--- src/logic/addr_timing_pkg.sv ---
// constants and types for the operand addressing and timing decoder
package addr_timing_pkg;
  localparam int unsigned CLK_PERIOD_NS = 10;
  localparam logic [7:0] SPECIAL_FUNCTION_REGISTER_LOW = 8'h80;
  localparam logic [7:0] RAM_LOW_TOP = 8'h7f;
  localparam int unsigned EXT_RAM_DEPTH = 256;
  localparam logic [1:0] EXT_RAM_ENABLE_CODE = 2'h1;
  localparam logic [1:0] CFG_RESET = 2'h0;
  localparam logic [1:0] BANK_RESET = 2'h0;
  localparam logic [15:0] DATA_POINTER_RESET = 16'h0000;
  localparam logic [7:0] ACC_RESET = 8'h00;
  localparam logic [3:0] LEN_ONE = 4'h1;
  localparam logic [3:0] LEN_TWO = 4'h2;
  localparam logic [3:0] LEN_THREE = 4'h3;
  localparam logic [3:0] CYC_ONE = 4'h1;
  localparam logic [3:0] CYC_TWO = 4'h2;
  localparam logic [3:0] CYC_THREE = 4'h3;
  localparam logic [3:0] CYC_FOUR = 4'h4;
  localparam logic [3:0] CYC_NINE = 4'h9;

  // operand addressing mode
  typedef enum logic [2:0] {
    MODE_BANK_REG = 3'h0,
    MODE_DIRECT = 3'h1,
    MODE_INDIRECT = 3'h2,
    MODE_IMMEDIATE = 3'h3,
    MODE_EXT_DIRECT = 3'h4,
    MODE_EXT_INDIRECT = 3'h5,
    MODE_CODE_INDIRECT = 3'h6,
    MODE_ACC_ONLY = 3'h7
  } mode_type;

  // instruction class for timing
  typedef enum logic [3:0] {
    OP_ADD = 4'h0,
    OP_ADD_WITH_CARRY = 4'h1,
    OP_SUBTRACT_WITH_BORROW = 4'h2,
    OP_LOGIC_AND = 4'h3,
    OP_LOGIC_OR = 4'h4,
    OP_LOGIC_EXCLUSIVE_OR = 4'h5,
    OP_LOGIC_DIR_ACC = 4'h6,
    OP_LOGIC_DIR_IMM = 4'h7,
    OP_ACC_UNARY = 4'h8,
    OP_MULTIPLY_ACC_B = 4'h9,
    OP_DIVIDE_ACC_B = 4'ha,
    OP_EXT_RAM_MOVE = 4'hb,
    OP_CODE_BYTE_MOVE = 4'hc
  } op_type;

  // operand target space
  typedef enum logic [2:0] {
    SPACE_NONE = 3'h0,
    SPACE_RAM = 3'h1,
    SPACE_SPECIAL_FUNCTION_REGISTER = 3'h3,
    SPACE_EXT_RAM = 3'h2,
    SPACE_CODE = 3'h6,
    SPACE_LITERAL = 3'h7
  } space_type;

  // decode state
  typedef enum logic [1:0] {
    ST_IDLE = 2'b00,
    ST_BUSY = 2'b01,
    ST_DONE = 2'b11
  } state_type;
endpackage

--- src/logic/addr_timing.sv ---
// operand address decode and instruction timing for the core
// How it works
// - direct 0x80-0xff goes to special function registers
// - indirect 0x80-0xff goes to upper internal ram
// - 0x00-0x7f is internal ram in both modes
// - 256-byte extended ram, extended moves only
// - extended direct address from data pointer
// - extended indirect address from pointer register
// - both extended modes reach all extended ram
// - code read address is acc plus data pointer
// - immediate operand is literal from instruction bytes
// - indirect address comes from pointer register at run
// - add family: register 1/1, others 2 cycles
// - logic dir,#imm 3/3; dir,acc 2 cycles
// - xor register 1/1, indirect 2/2
// - add with carry direct/immediate 2/2
// - most instructions one or two cycles
// - register operands are the fastest mode
// - extended ram enabled only when cfg is 01
`timescale 1ns/1ps
`default_nettype none
module addr_timing (
  // clock and reset
  input wire logic i_clk,
  input wire logic i_rst_b,
  // decode request
  input wire logic i_req,
  input wire addr_timing_pkg::op_type i_op,
  input wire addr_timing_pkg::mode_type i_mode,
  input wire logic [7:0] i_operand,
  input wire logic [2:0] i_reg_sel,
  // core state
  input wire logic [7:0] i_acc,
  input wire logic [15:0] i_data_pointer,
  input wire logic [1:0] i_bank_sel,
  input wire logic [7:0] i_pointer_value,
  input wire logic [1:0] i_cfg,
  // decode answer
  output logic o_done,
  output addr_timing_pkg::space_type o_space,
  output logic [15:0] o_addr,
  output logic [7:0] o_literal,
  output logic [3:0] o_bytes,
  output logic [3:0] o_cycles,
  output logic o_illegal,
  output logic o_busy
);
  import addr_timing_pkg::*;

  state_type state_r;
  logic [3:0] count_r;
  space_type space_nxt;
  logic [15:0] addr_nxt;
  logic [3:0] bytes_nxt;
  logic [3:0] cycles_nxt;
  logic illegal_nxt;
  logic ext_en;

  // bank register address in the low region of internal ram
  function automatic logic [7:0] bank_addr(input logic [1:0] bank, input logic [2:0] r);
    bank_addr = {3'h0, bank, r};
  endfunction

  // routing of an 8-bit data address by mode
  function automatic space_type data_space(input logic indirect, input logic [7:0] a);
    if (a <= RAM_LOW_TOP) begin
      data_space = SPACE_RAM;
    end else if (indirect) begin
      data_space = SPACE_RAM;
    end else begin
      data_space = SPACE_SPECIAL_FUNCTION_REGISTER;
    end
  endfunction

  assign ext_en = (i_cfg == EXT_RAM_ENABLE_CODE);

  always_comb begin
    space_nxt = SPACE_NONE;
    addr_nxt = 16'h0000;
    illegal_nxt = 1'b0;
    unique case (i_mode)
      MODE_BANK_REG: begin
        space_nxt = SPACE_RAM;
        addr_nxt = {8'h00, bank_addr(i_bank_sel, i_reg_sel)};
      end
      MODE_DIRECT: begin
        space_nxt = data_space(1'b0, i_operand);
        addr_nxt = {8'h00, i_operand};
      end
      MODE_INDIRECT: begin
        space_nxt = data_space(1'b1, i_pointer_value);
        addr_nxt = {8'h00, i_pointer_value};
      end
      MODE_IMMEDIATE: begin
        space_nxt = SPACE_LITERAL;
      end
      MODE_EXT_DIRECT: begin
        space_nxt = ext_en ? SPACE_EXT_RAM : SPACE_NONE;
        illegal_nxt = !ext_en;
        // only the low byte reaches the 256-byte array
        addr_nxt = {8'h00, i_data_pointer[7:0]};
      end
      MODE_EXT_INDIRECT: begin
        space_nxt = ext_en ? SPACE_EXT_RAM : SPACE_NONE;
        illegal_nxt = !ext_en;
        addr_nxt = {8'h00, i_pointer_value};
      end
      MODE_CODE_INDIRECT: begin
        space_nxt = SPACE_CODE;
        addr_nxt = 16'(i_data_pointer + {8'h00, i_acc});
      end
      MODE_ACC_ONLY: begin
        space_nxt = SPACE_NONE;
      end
    endcase
  end

  // byte length and cycle count
  always_comb begin
    bytes_nxt = LEN_TWO;
    cycles_nxt = CYC_TWO;
    unique case (i_op)
      OP_ADD, OP_ADD_WITH_CARRY, OP_SUBTRACT_WITH_BORROW,
      OP_LOGIC_AND, OP_LOGIC_OR, OP_LOGIC_EXCLUSIVE_OR: begin
        if (i_mode == MODE_BANK_REG) begin
          bytes_nxt = LEN_ONE;
          cycles_nxt = CYC_ONE;
        end else if (i_mode == MODE_INDIRECT && i_op != OP_LOGIC_EXCLUSIVE_OR) begin
          bytes_nxt = LEN_ONE;
          cycles_nxt = CYC_TWO;
        end else begin
          bytes_nxt = LEN_TWO;
          cycles_nxt = CYC_TWO;
        end
      end
      OP_LOGIC_DIR_ACC: begin
        bytes_nxt = LEN_TWO;
        cycles_nxt = CYC_TWO;
      end
      OP_LOGIC_DIR_IMM: begin
        bytes_nxt = LEN_THREE;
        cycles_nxt = CYC_THREE;
      end
      OP_ACC_UNARY: begin
        bytes_nxt = LEN_ONE;
        cycles_nxt = CYC_ONE;
      end
      OP_MULTIPLY_ACC_B, OP_DIVIDE_ACC_B: begin
        bytes_nxt = LEN_ONE;
        cycles_nxt = CYC_NINE;
      end
      OP_EXT_RAM_MOVE, OP_CODE_BYTE_MOVE: begin
        bytes_nxt = LEN_ONE;
        cycles_nxt = CYC_FOUR;
      end
      default: begin
        bytes_nxt = LEN_ONE;
        cycles_nxt = CYC_ONE;
      end
    endcase
  end

  // sequencer: busy is held for one cycle less than the instruction's cycle count, then done pulses
  always_ff @(posedge i_clk) begin
    if (!i_rst_b) begin
      state_r <= ST_IDLE;
      count_r <= 4'h0;
    end else begin
      unique case (state_r)
        ST_IDLE: begin
          if (i_req) begin
            state_r <= (cycles_nxt == CYC_ONE) ? ST_DONE : ST_BUSY;
            count_r <= 4'(cycles_nxt - 4'h1);
          end
        end
        ST_BUSY: begin
          count_r <= 4'(count_r - 4'h1);
          if (count_r == 4'h1) begin
            state_r <= ST_DONE;
          end
        end
        ST_DONE: begin
          state_r <= ST_IDLE;
        end
        default: begin
          state_r <= ST_IDLE;
        end
      endcase
    end
  end

  // decoded results captured at the request
  always_ff @(posedge i_clk) begin
    if (!i_rst_b) begin
      o_space <= SPACE_NONE;
      o_addr <= 16'h0000;
      o_literal <= 8'h00;
      o_bytes <= 4'h0;
      o_cycles <= 4'h0;
      o_illegal <= 1'b0;
    end else if (state_r == ST_IDLE && i_req) begin
      o_space <= space_nxt;
      o_addr <= addr_nxt;
      o_literal <= (i_mode == MODE_IMMEDIATE) ? i_operand : 8'h00;
      o_bytes <= bytes_nxt;
      o_cycles <= cycles_nxt;
      o_illegal <= illegal_nxt;
    end
  end

  always_ff @(posedge i_clk) begin
    if (!i_rst_b) begin
      o_done <= 1'b0;
      o_busy <= 1'b0;
    end else begin
      o_done <= (state_r == ST_IDLE && i_req && cycles_nxt == CYC_ONE)
        || (state_r == ST_BUSY && count_r == 4'h1);
      o_busy <= (state_r == ST_IDLE && i_req && cycles_nxt != CYC_ONE)
        || (state_r == ST_BUSY && count_r != 4'h1);
    end
  end

  // checks
  property p_direct_special;
    @(posedge i_clk) disable iff (!i_rst_b)
      (state_r == ST_IDLE && i_req && i_mode == MODE_DIRECT && i_operand[7])
      |=> o_space == SPACE_SPECIAL_FUNCTION_REGISTER;
  endproperty
  a_direct_special: assert property (p_direct_special)
    else $error("direct high not special register");

  property p_indirect_ram;
    @(posedge i_clk) disable iff (!i_rst_b)
      (state_r == ST_IDLE && i_req && i_mode == MODE_INDIRECT)
      |=> o_space == SPACE_RAM && o_addr[7:0] == $past(i_pointer_value);
  endproperty
  a_indirect_ram: assert property (p_indirect_ram) else $error("indirect not ram");

  property p_low_ram;
    @(posedge i_clk) disable iff (!i_rst_b)
      (state_r == ST_IDLE && i_req && i_mode == MODE_DIRECT && !i_operand[7])
      |=> o_space == SPACE_RAM;
  endproperty
  a_low_ram: assert property (p_low_ram) else $error("low direct not ram");

  property p_ext_gate;
    @(posedge i_clk) disable iff (!i_rst_b)
      (state_r == ST_IDLE && i_req && i_mode == MODE_EXT_INDIRECT && i_cfg != 2'h1)
      |=> o_illegal && o_space == SPACE_NONE;
  endproperty
  a_ext_gate: assert property (p_ext_gate) else $error("ext ram used while off");

  property p_ext_dp;
    @(posedge i_clk) disable iff (!i_rst_b)
      (state_r == ST_IDLE && i_req && i_mode == MODE_EXT_DIRECT)
      |=> o_addr == {8'h00, $past(i_data_pointer[7:0])};
  endproperty
  a_ext_dp: assert property (p_ext_dp) else $error("ext direct addr wrong");

  property p_code_addr;
    @(posedge i_clk) disable iff (!i_rst_b)
      (state_r == ST_IDLE && i_req && i_mode == MODE_CODE_INDIRECT)
      |=> o_addr == 16'($past(i_data_pointer) + {8'h00, $past(i_acc)});
  endproperty
  a_code_addr: assert property (p_code_addr) else $error("code addr wrong");

  property p_reg_one;
    @(posedge i_clk) disable iff (!i_rst_b)
      (state_r == ST_IDLE && i_req && i_mode == MODE_BANK_REG && i_op == OP_ADD)
      |=> o_done && o_cycles == 4'h1 && o_bytes == 4'h1;
  endproperty
  a_reg_one: assert property (p_reg_one) else $error("register op not 1 cycle");

  property p_dir_imm;
    @(posedge i_clk) disable iff (!i_rst_b)
      (state_r == ST_IDLE && i_req && i_op == OP_LOGIC_DIR_IMM)
      |=> !o_done [*2] ##1 o_done && o_bytes == 4'h3;
  endproperty
  a_dir_imm: assert property (p_dir_imm) else $error("dir imm timing wrong");

  property p_xor_ind;
    @(posedge i_clk) disable iff (!i_rst_b)
      (state_r == ST_IDLE && i_req && i_op == OP_LOGIC_EXCLUSIVE_OR && i_mode == MODE_INDIRECT)
      |=> !o_done ##1 o_done && o_bytes == 4'h2;
  endproperty
  a_xor_ind: assert property (p_xor_ind) else $error("xor indirect timing wrong");

  property p_bank;
    @(posedge i_clk) disable iff (!i_rst_b)
      (state_r == ST_IDLE && i_req && i_mode == MODE_BANK_REG)
      |=> o_addr == {11'h000, $past(i_bank_sel), $past(i_reg_sel)};
  endproperty
  a_bank: assert property (p_bank) else $error("bank addr wrong");

  property p_ext_ind;
    @(posedge i_clk) disable iff (!i_rst_b)
      (state_r == ST_IDLE && i_req && i_mode == MODE_EXT_INDIRECT
        && i_cfg == EXT_RAM_ENABLE_CODE)
      |=> o_space == SPACE_EXT_RAM && o_addr == {8'h00, $past(i_pointer_value)};
  endproperty
  a_ext_ind: assert property (p_ext_ind) else $error("ext indirect addr wrong");

  property p_ext_on;
    @(posedge i_clk) disable iff (!i_rst_b)
      (state_r == ST_IDLE && i_req && i_mode == MODE_EXT_DIRECT
        && i_cfg == EXT_RAM_ENABLE_CODE)
      |=> o_space == SPACE_EXT_RAM && !o_illegal;
  endproperty
  a_ext_on: assert property (p_ext_on) else $error("ext ram not reached");

  property p_imm;
    @(posedge i_clk) disable iff (!i_rst_b)
      (state_r == ST_IDLE && i_req && i_mode == MODE_IMMEDIATE)
      |=> o_space == SPACE_LITERAL && o_literal == $past(i_operand);
  endproperty
  a_imm: assert property (p_imm) else $error("literal not taken");

  property p_unary;
    @(posedge i_clk) disable iff (!i_rst_b)
      (state_r == ST_IDLE && i_req && i_op == OP_ACC_UNARY)
      |=> o_done && o_cycles == 4'h1 && o_bytes == 4'h1;
  endproperty
  a_unary: assert property (p_unary) else $error("unary op not 1 cycle");

  property p_dir_acc;
    @(posedge i_clk) disable iff (!i_rst_b)
      (state_r == ST_IDLE && i_req && i_op == OP_LOGIC_DIR_ACC)
      |=> !o_done ##1 o_done && o_bytes == 4'h2;
  endproperty
  a_dir_acc: assert property (p_dir_acc) else $error("dir acc timing wrong");

  property p_add_ind;
    @(posedge i_clk) disable iff (!i_rst_b)
      (state_r == ST_IDLE && i_req && i_mode == MODE_INDIRECT
        && (i_op == OP_ADD || i_op == OP_ADD_WITH_CARRY || i_op == OP_SUBTRACT_WITH_BORROW))
      |=> !o_done ##1 o_done && o_bytes == 4'h1 && o_cycles == 4'h2;
  endproperty
  a_add_ind: assert property (p_add_ind) else $error("add indirect timing wrong");

  property p_add_with_carry_dir;
    @(posedge i_clk) disable iff (!i_rst_b)
      (state_r == ST_IDLE && i_req && i_op == OP_ADD_WITH_CARRY
        && (i_mode == MODE_DIRECT || i_mode == MODE_IMMEDIATE))
      |=> !o_done ##1 o_done && o_bytes == 4'h2 && o_cycles == 4'h2;
  endproperty
  a_add_with_carry_dir: assert property (p_add_with_carry_dir) else $error("carry add timing wrong");

  c_special: cover property (@(posedge i_clk) disable iff (!i_rst_b)
    o_space == SPACE_SPECIAL_FUNCTION_REGISTER);
  c_ext: cover property (@(posedge i_clk) disable iff (!i_rst_b) o_space == SPACE_EXT_RAM);
  c_nine: cover property (@(posedge i_clk) disable iff (!i_rst_b) o_done && o_cycles == 4'h9);
  c_code: cover property (@(posedge i_clk) disable iff (!i_rst_b) o_space == SPACE_CODE);
  c_illegal: cover property (@(posedge i_clk) disable iff (!i_rst_b) o_illegal);
endmodule
`default_nettype wire

--- config.mk ---
export PLATFORM = sky130hd
export DESIGN_NAME = addr_timing
export DESIGN_NICKNAME = d
export VERILOG_FILES = /design/src/logic/addr_timing_pkg.sv /design/src/logic/addr_timing.sv
export SDC_FILE = /design/constraint.sdc
export NUM_CORES = 1
export LEC_CHECK = 0
export BUFFER_PORTS_ARGS = -buffer_cell sky130_fd_sc_hd__buf_2
export CORE_ASPECT_RATIO = 1.75
export CORE_UTILIZATION = 55
export CTS_BUF_LIST = sky130_fd_sc_hd__clkbuf_16
export DETAILED_ROUTE_END_ITERATION = 12
export GPL_ROUTABILITY_DRIVEN = 0
export GPL_TIMING_DRIVEN = 0
export PLACE_DENSITY_LB_ADDON = 0.3
export RECOVER_POWER = 100
export SYNTH_ARGS = -nofsm -noshare
export SYNTH_HDL_FRONTEND = slang
export SYNTH_SLANG_ARGS = --single-unit
--- constraint.sdc ---
create_clock -name i_clk -period 3.06 [get_ports i_clk]
set_input_delay 0 -clock i_clk [delete_from_list [all_inputs] [get_ports i_clk]]
set_output_delay 0 -clock i_clk [all_outputs]
set_load 0.02 [all_outputs]
==> metrics, run 1 <==
status finished, final reports clean; #FFs+latches synth 42; instance count of the mapped netlist 348; depth of the CTS H-tree 2; PD cells 480 nW/um^2; area grow syn2layout 22.0%; max-slew headroom at the worst pin 25.0%; drt drc 0; sequential share of the synthesized area 29.6%; post-DR vias/cell 6.10; Ports 95; Yosys top cell by area dfxtp_1; Pre-antenna DRT Iters 4; startpoint types input pin; wire length per cell 16.1 um; Vias 3062; die height 97.1 um; Clock Latency Late Sink 290 ps; Worst-path clk slew 60 ps; final HPWL from detailed placement 6.01 mm; Slew Viols, Final 0; CP Data Required Time 3230 ps; reg2reg path depth 5; Worst Path Arrival 2400 ps; CTS tree built; Hold Crit Depth 3; Yosys warnings 0; post-synth cell types 65; syn avg cell area 8.17 um^2; final hold violations 0; Syn Std Cell Area 2840 um^2; RSZ-0062 raised after global routing false; met3 wire len 455 um; first-pass GRT wire length 12.8 mm; Cell Rows 34; core region area 4980 um^2; number of diodes 0; Commonest cells post-synth dfxtp_1 (42), nand2_1 (34), nor2_1 (28), o21ai_0 (28), a21oi_1 (22); synth top area cells dfxtp_1 (30%), ha_1 (5.3%), o21ai_0 (4.9%), nand2_1 (4.5%), a21oi_1 (3.9%); share of layout cells above drive strength 1 19.6%; endpoints failing setup 0; ys flop type dfxtp_1; routed wire length 8.06 mm; VDD IR max 0.477 mV; Slew @ Worst Pin 1120 ps; Buffers on Ports 89; DR top layer met4; clock buffer count from CTS 5; Non-Filler Instances 502; HP Class in2reg; critical-path maximum fanout 5; Routed Antenna Nets 0; wl on met1 3.05 mm; total die area 5470 um^2; fillcell total 447; CTS root buffer clkbuf_16; # clock sinks 42; part of the cycle the worst path needs 72.8%; DR WL met2 4.24 mm; crit end category register; initial DRC count 180; NumNets Final 517; Final Critical Period 2230 ps; EDFF count, synth 0; Synth top area share 29.6%; Congestion Overflow GR 0; largest net degree at the start of global routing 14; critical path class in2reg; clk buf depth 2; Cell Count Post-Placement 492; Max Clock Freq 449 MHz; setup TNS 0 ps; skew final 6.32 ps; GRT Overall Usage 29.3%; top-count cell post-synth dfxtp_1; max-capacitance violation count 0; initial antenna violation count 0; ys async rst share 0%; Die Wd 56.3 um; Setup Buffers After CTS 0; vias in the first global route 2805; Leak 1.45 nW; Initial Utilization 57.1%
-- cell usage in the layout, fill, tap and decap left out, types with 5 or more instances in the layout --
cell       count
buf_2         61
ha_1          12
o21ai_0       29
nand2_1       34
mux2i_1        6
nor2_1        29
clkbuf_16      5
nand3b_1       5
nand3_1        8
and2_0         5
nor2b_1       14
dfxtp_1       42
a211oi_1       5
nor3_1         9
inv_1         10
clkbuf_1      47
a21boi_0       5
xor2_1         6
a22oi_1        8
a21oi_1       22
-- sequential cells by signal, summed over array words and instances, names as in the netlist --
name and cells:
count_r 4, o_cycles 4, state_r 2, o_space 3, o_busy 1, o_bytes 2, o_illegal 1, o_addr 16
o_done 1, o_literal 8
-- power by group --
group / total [mW] / internal [mW] / switching, mW
Sequential: 0.614 / 0.588 / 0.0262
Combinational: 0.448 / 0.173 / 0.275
Clock: 0.600 / 0.382 / 0.218
-- logic make-up (layout without fill, tap and decap cells) --
group	after synthesis	in the layout	share of synthesized area (%)
buffers and inverters	34	133	6.03
muxes	12	12	5.68
DFF	42	42	29.6
other	1	2	0.132
xor gates and xnor gates	10	10	3.08
adders and majority gates	13	13	5.99
AOI/OAI and AO/OA	106	106	25.7
and+or+nand+nor	130	130	23.9
-- cell type report --
| cell class | count | area, um^2 | share of cell area (%) |
|---|---|---|---|
| clock buffers | 5 | 125 | 3.61 |
| multi-input cells | 273 | 1800 | 52.0 |
| well taps | 54 | 67.6 | 1.95 |
| flip-flops and latches | 42 | 841 | 24.3 |
| clock inverters | 3 | 41.3 | 1.19 |
| plain buffers | 25 | 134 | 3.86 |
| inverters | 9 | 33.8 | 0.974 |
| repair buffers | 91 | 420 | 12.1 |
-- final timing paths --
path	startpoint	endpoint	slack [ps]
setup / recovery	i_acc[0]	o_addr[10]	830
hold / removal	i_data_pointer[12]	o_addr[12]	20
setup reg to reg	state_r[1]	o_literal[1]	960
hold reg to reg	o_addr[15]	o_addr[15]	460
-- critical path, stage by stage --
cell and delay [ps]:
buf_2 100, ha_1 260, fa_1 440, a211oi_1 340, nor2_1 150, o21ai_0 730
nor4_1 90, a311o_1 290
-- stage by stage --
stage / setup WS, ps / hold slack, ps / instance area (um^2) / util [%] / power (mW)
2_1_floorplan: 1330 / 153 / 2850 / - / 0.932
3_3_place_gp: 1040 / 269 / 3360 / 67.5 / 1.07
3_5_place_dp: 1010 / 276 / 3360 / 67.5 / 1.08
4_1_cts: 1260 / 15.9 / 3550 / 71.2 / 1.67
5_1_grt: 723 / 16.9 / 3470 / 69.7 / 1.73
6_report: 831 / 15.6 / 3470 / 69.7 / 1.66
-- per-layer routing --
metal  global-route usage (%)  up-vias
met2                     54.0      141
met5                        0        -
met1                     32.9     1419
met3                     2.40       35
met4                     13.9        0
li1                         -     1467
-- what timing repair did --
| action | CTS | global route |
|---|---|---|
| resized for setup | 0 | 0 |
| hold buffers | 2 | 0 |
| hold endpoints to repair | 2 | 0 |
(Power assumes the default switching activity.)
==> run 2, diff against run 1 <==
--- a/config.mk
+++ b/config.mk
@@ -5,9 +5,10 @@
 export SDC_FILE = /design/constraint.sdc
 export NUM_CORES = 1
 export LEC_CHECK = 0
+export ABC_AREA = 1
 export BUFFER_PORTS_ARGS = -buffer_cell sky130_fd_sc_hd__buf_2
 export CORE_ASPECT_RATIO = 1.75
-export CORE_UTILIZATION = 55
+export CORE_UTILIZATION = 45
 export CTS_BUF_LIST = sky130_fd_sc_hd__clkbuf_16
 export DETAILED_ROUTE_END_ITERATION = 12
 export GPL_ROUTABILITY_DRIVEN = 0
==> constraint.sdc (replaced) <==
create_clock -name i_clk -period 2 [get_ports i_clk]
set_input_delay 0 -clock i_clk [delete_from_list [all_inputs] [get_ports i_clk]]
set_output_delay 0 -clock i_clk [all_outputs]
set_load 0.02 [all_outputs]
==> run 2 against run 1 <==
Effect of this change: critical path type is now reg2reg; die area increased by 14%; combinational power increased by 30%; non-clock buffer count decreased by 7; global-route usage decreased by 4.0 points; register-to-register slack got worse by 540 ps; sequential share of layout area increased by 0.67 points; via count increased by 0.65%.
==> metrics, run 2 <==
vias in the first global route 2882 (+2.7%); Worst-path clk slew 60 ps (about the same); Max Clock Freq 634 MHz; drt drc 0 (unchanged); clk buf depth 2 (unchanged); total die area 6260 um^2 (+14%); Top delay family on crit path buffers and inverters; Synth top area share 31.5% (+1.9 points); Largest Register o_addr; CP max-delay cell clkbuf_1; hold path startpoint i_operand[4]; Slew Viols, Final 0 (unchanged); Buffers on Ports 90 (+1.1%); skew final 2.80 ps (-3.51 ps); NumNets Final 592 (+15%); Yosys top cell by area dfxtp_1; post-DR vias/cell 5.15 (-16%); endpoints failing setup 0 (unchanged); area grow syn2layout 26.4%; RSZ-0062 raised after global routing false; Worst R2R End o_addr[7]; final hold violations 0 (unchanged); CTS resizes 0 (unchanged); die height 104 um (+7.0%); synth top area cells dfxtp_1 (31%), nand2_1 (20%), nand3_1 (7.5%), a21oi_1 (6.7%), inv_1 (6.0%); status finished, final reports clean; Yosys warnings 0 (unchanged); Final Worst Setup Slack 423 ps (-408 ps); Critical path buffers and inverters 3 (+2); hold_buf cts 7 (+5); instance count of the mapped netlist 417 (+20%); depth of the CTS H-tree 2 (unchanged); Largest register FFs 16 (unchanged); part of the cycle the worst path needs 78.9%; Final Critical Period 1580 ps; crit-path max cell delay 370 ps (-360 ps); commonest non-fill, non-tap cells in the layout nand2_1 (141), buf_2 (55), inv_1 (44), clkbuf_1 (44), dfxtp_1 (42); startpoint types register; ys async rst share 0% (unchanged); Critical R2R Launch state_r[0]; EDFF count, synth 0 (unchanged); Initial Utilization 47.4% (-9.7 points); Syn Std Cell Area 2670 um^2 (-6.1%); Place WS 246 ps (-766 ps); Commonest cells post-synth nand2_1 (141), inv_1 (43), dfxtp_1 (42); Die Wd 60.2 um (+6.9%); HP Class in2reg; CP dominant cell by count inv_1; max-capacitance violation count 0 (unchanged); critical path class reg2reg; setup TNS 0 ps (unchanged); VDD IR max 0.307 mV (-36%); largest net degree at the start of global routing 13 (-1); Slew @ Worst Pin 580 ps (-536 ps); Worst R2R Setup Slack 420 ps (-540 ps); number of diodes 0 (unchanged); critical-path maximum fanout 10 (+5); Worst Path Arrival 1780 ps (-620 ps); initial DRC count 110 (-39%); syn avg cell area 6.40 um^2 (-22%); CTS tree built; routed wire length 7.41 mm (-8.1%); post-synth cell types 37 (-43%); Routed Antenna Nets 0 (unchanged); GRT Overall Usage 25.3% (-4.0 points); max-slew headroom at the worst pin 61.2% (+36 points); Vias 3082 (+0.65%); PD cells 669 nW/um^2 (+39%); CTS root buffer clkbuf_16; #FFs+latches synth 42 (unchanged); Setup Buffers After CTS 0 (unchanged); share of layout cells above drive strength 1 14.9% (-4.7 points); clock buffer count from CTS 5 (unchanged); final HPWL from detailed placement 5.98 mm (-0.51%); initial antenna violation count 0 (unchanged); ys flop type dfxtp_1; Ports 95 (unchanged); # clock sinks 42 (unchanged); Leak 1.64 nW (+13%); Clock Latency Late Sink 280 ps (about the same); leading cell type in the layout, fill and taps excluded nand2_1; Worst Hold Path EP o_literal[4]; Top Registers o_addr x16, o_literal x8; CP Data Required Time 2210 ps (-1020 ps); sequential share of the synthesized area 31.5% (+1.9 points); Cell Rows 36 (+5.9%); Hold Crit Depth 3 (unchanged); top-count cell post-synth nand2_1; Congestion Overflow GR 0 (unchanged); wire length per cell 12.4 um (-23%); Pre-antenna DRT Iters 5 (+1); CP cell instances inv_1 > nand3_1 > inv_1 > clkbuf_1 > nand2_1 > a21oi_1; reg2reg path depth 6 (+1); first-pass GRT wire length 12.3 mm (-4.5%); core region area 5630 um^2 (+13%); crit end category register; fin util 59.9% (-9.7 points)
## run 2: cell types whose count changed after synthesis, sizes merged, moves of 11 or more
cell / delta
nand2: +107
inv: +37
nand3: +33
o21ai: -27
a21oi: +15
nor2b: -14
buf: -13
nor2: +11
## run 2: where the power goes
part	switching [mW]	internal (mW)
sequential	0.0278	0.888
clock	0.306	0.451
combinational	0.376	0.207
## run 2: cell families after synthesis
logic type	count (synthesis)	share of synthesized area, %
XOR/XNOR	1	0.328
adder cells (fa/ha/maj)	13	6.37
AND/OR/NAND/NOR	239	39.0
flip-flops	42	31.5
AO/OA/AOI/OAI	62	13.8
buffers and inverters	59	8.86
other	1	0.140
## run 2: worst max path at each step
stage	startpoint	to	slack [ps]	cells after the start
floorplan	i_acc[0]	o_addr[8]	570	9
global placement	i_acc[0]	o_addr[8]	280	10
detailed placement	i_mode[1]	count_r[1]	250	9
CTS	state_r[0]	o_addr[7]	510	6
global route	state_r[0]	o_addr[7]	210	6
finish	state_r[0]	o_addr[7]	420	6
## run 2: through the flow
| step | power (mW) | cell area (um^2) | hold WS, ps | instances |
|---|---|---|---|---|
| 2_1_floorplan | 1.31 | 2670 | 148 | 418 |
| 3_3_place_gp | 1.50 | 3220 | 255 | 584 |
| 3_5_place_dp | 1.51 | 3220 | 263 | 584 |
| 4_1_cts | 2.28 | 3430 | 7.06 | 599 |
| 5_1_grt | 2.39 | 3370 | 16.7 | 599 |
| 6_report | 2.26 | 3370 | 8.70 | 599 |
## run 2: cell type report
type | count | area [um^2]
Timing Repair Buffer | 97 | 475
Tap cell | 76 | 95.1
Multi-Input combinational cell | 317 | 1590
Clock inverter | 3 | 12.5
Clock buffer | 5 | 125
Buffer | 12 | 57.6
Inverter | 47 | 179
Sequential cell | 42 | 841
Fill cell | 595 | 2260
## run 2: worst register-to-register path, delay by kind of cell, from the launching register on
| family | cells | cell delay (ps) |
|---|---|---|
| AOI/OAI and AO/OA | 1 | 150 |
| buffers and inverters | 3 | 630 |
| DFF | 1 | 300 |
| and+or+nand+nor | 2 | 430 |
## run 2: routing by layer
layer	global-route usage, %	vias to the layer above	part of all wire, %
met5	0	-	0
met4	11.5	0	3.3
met3	3.36	20	3.8
met2	46.5	81	54
met1	26.7	1418	39
li1	-	1563	-
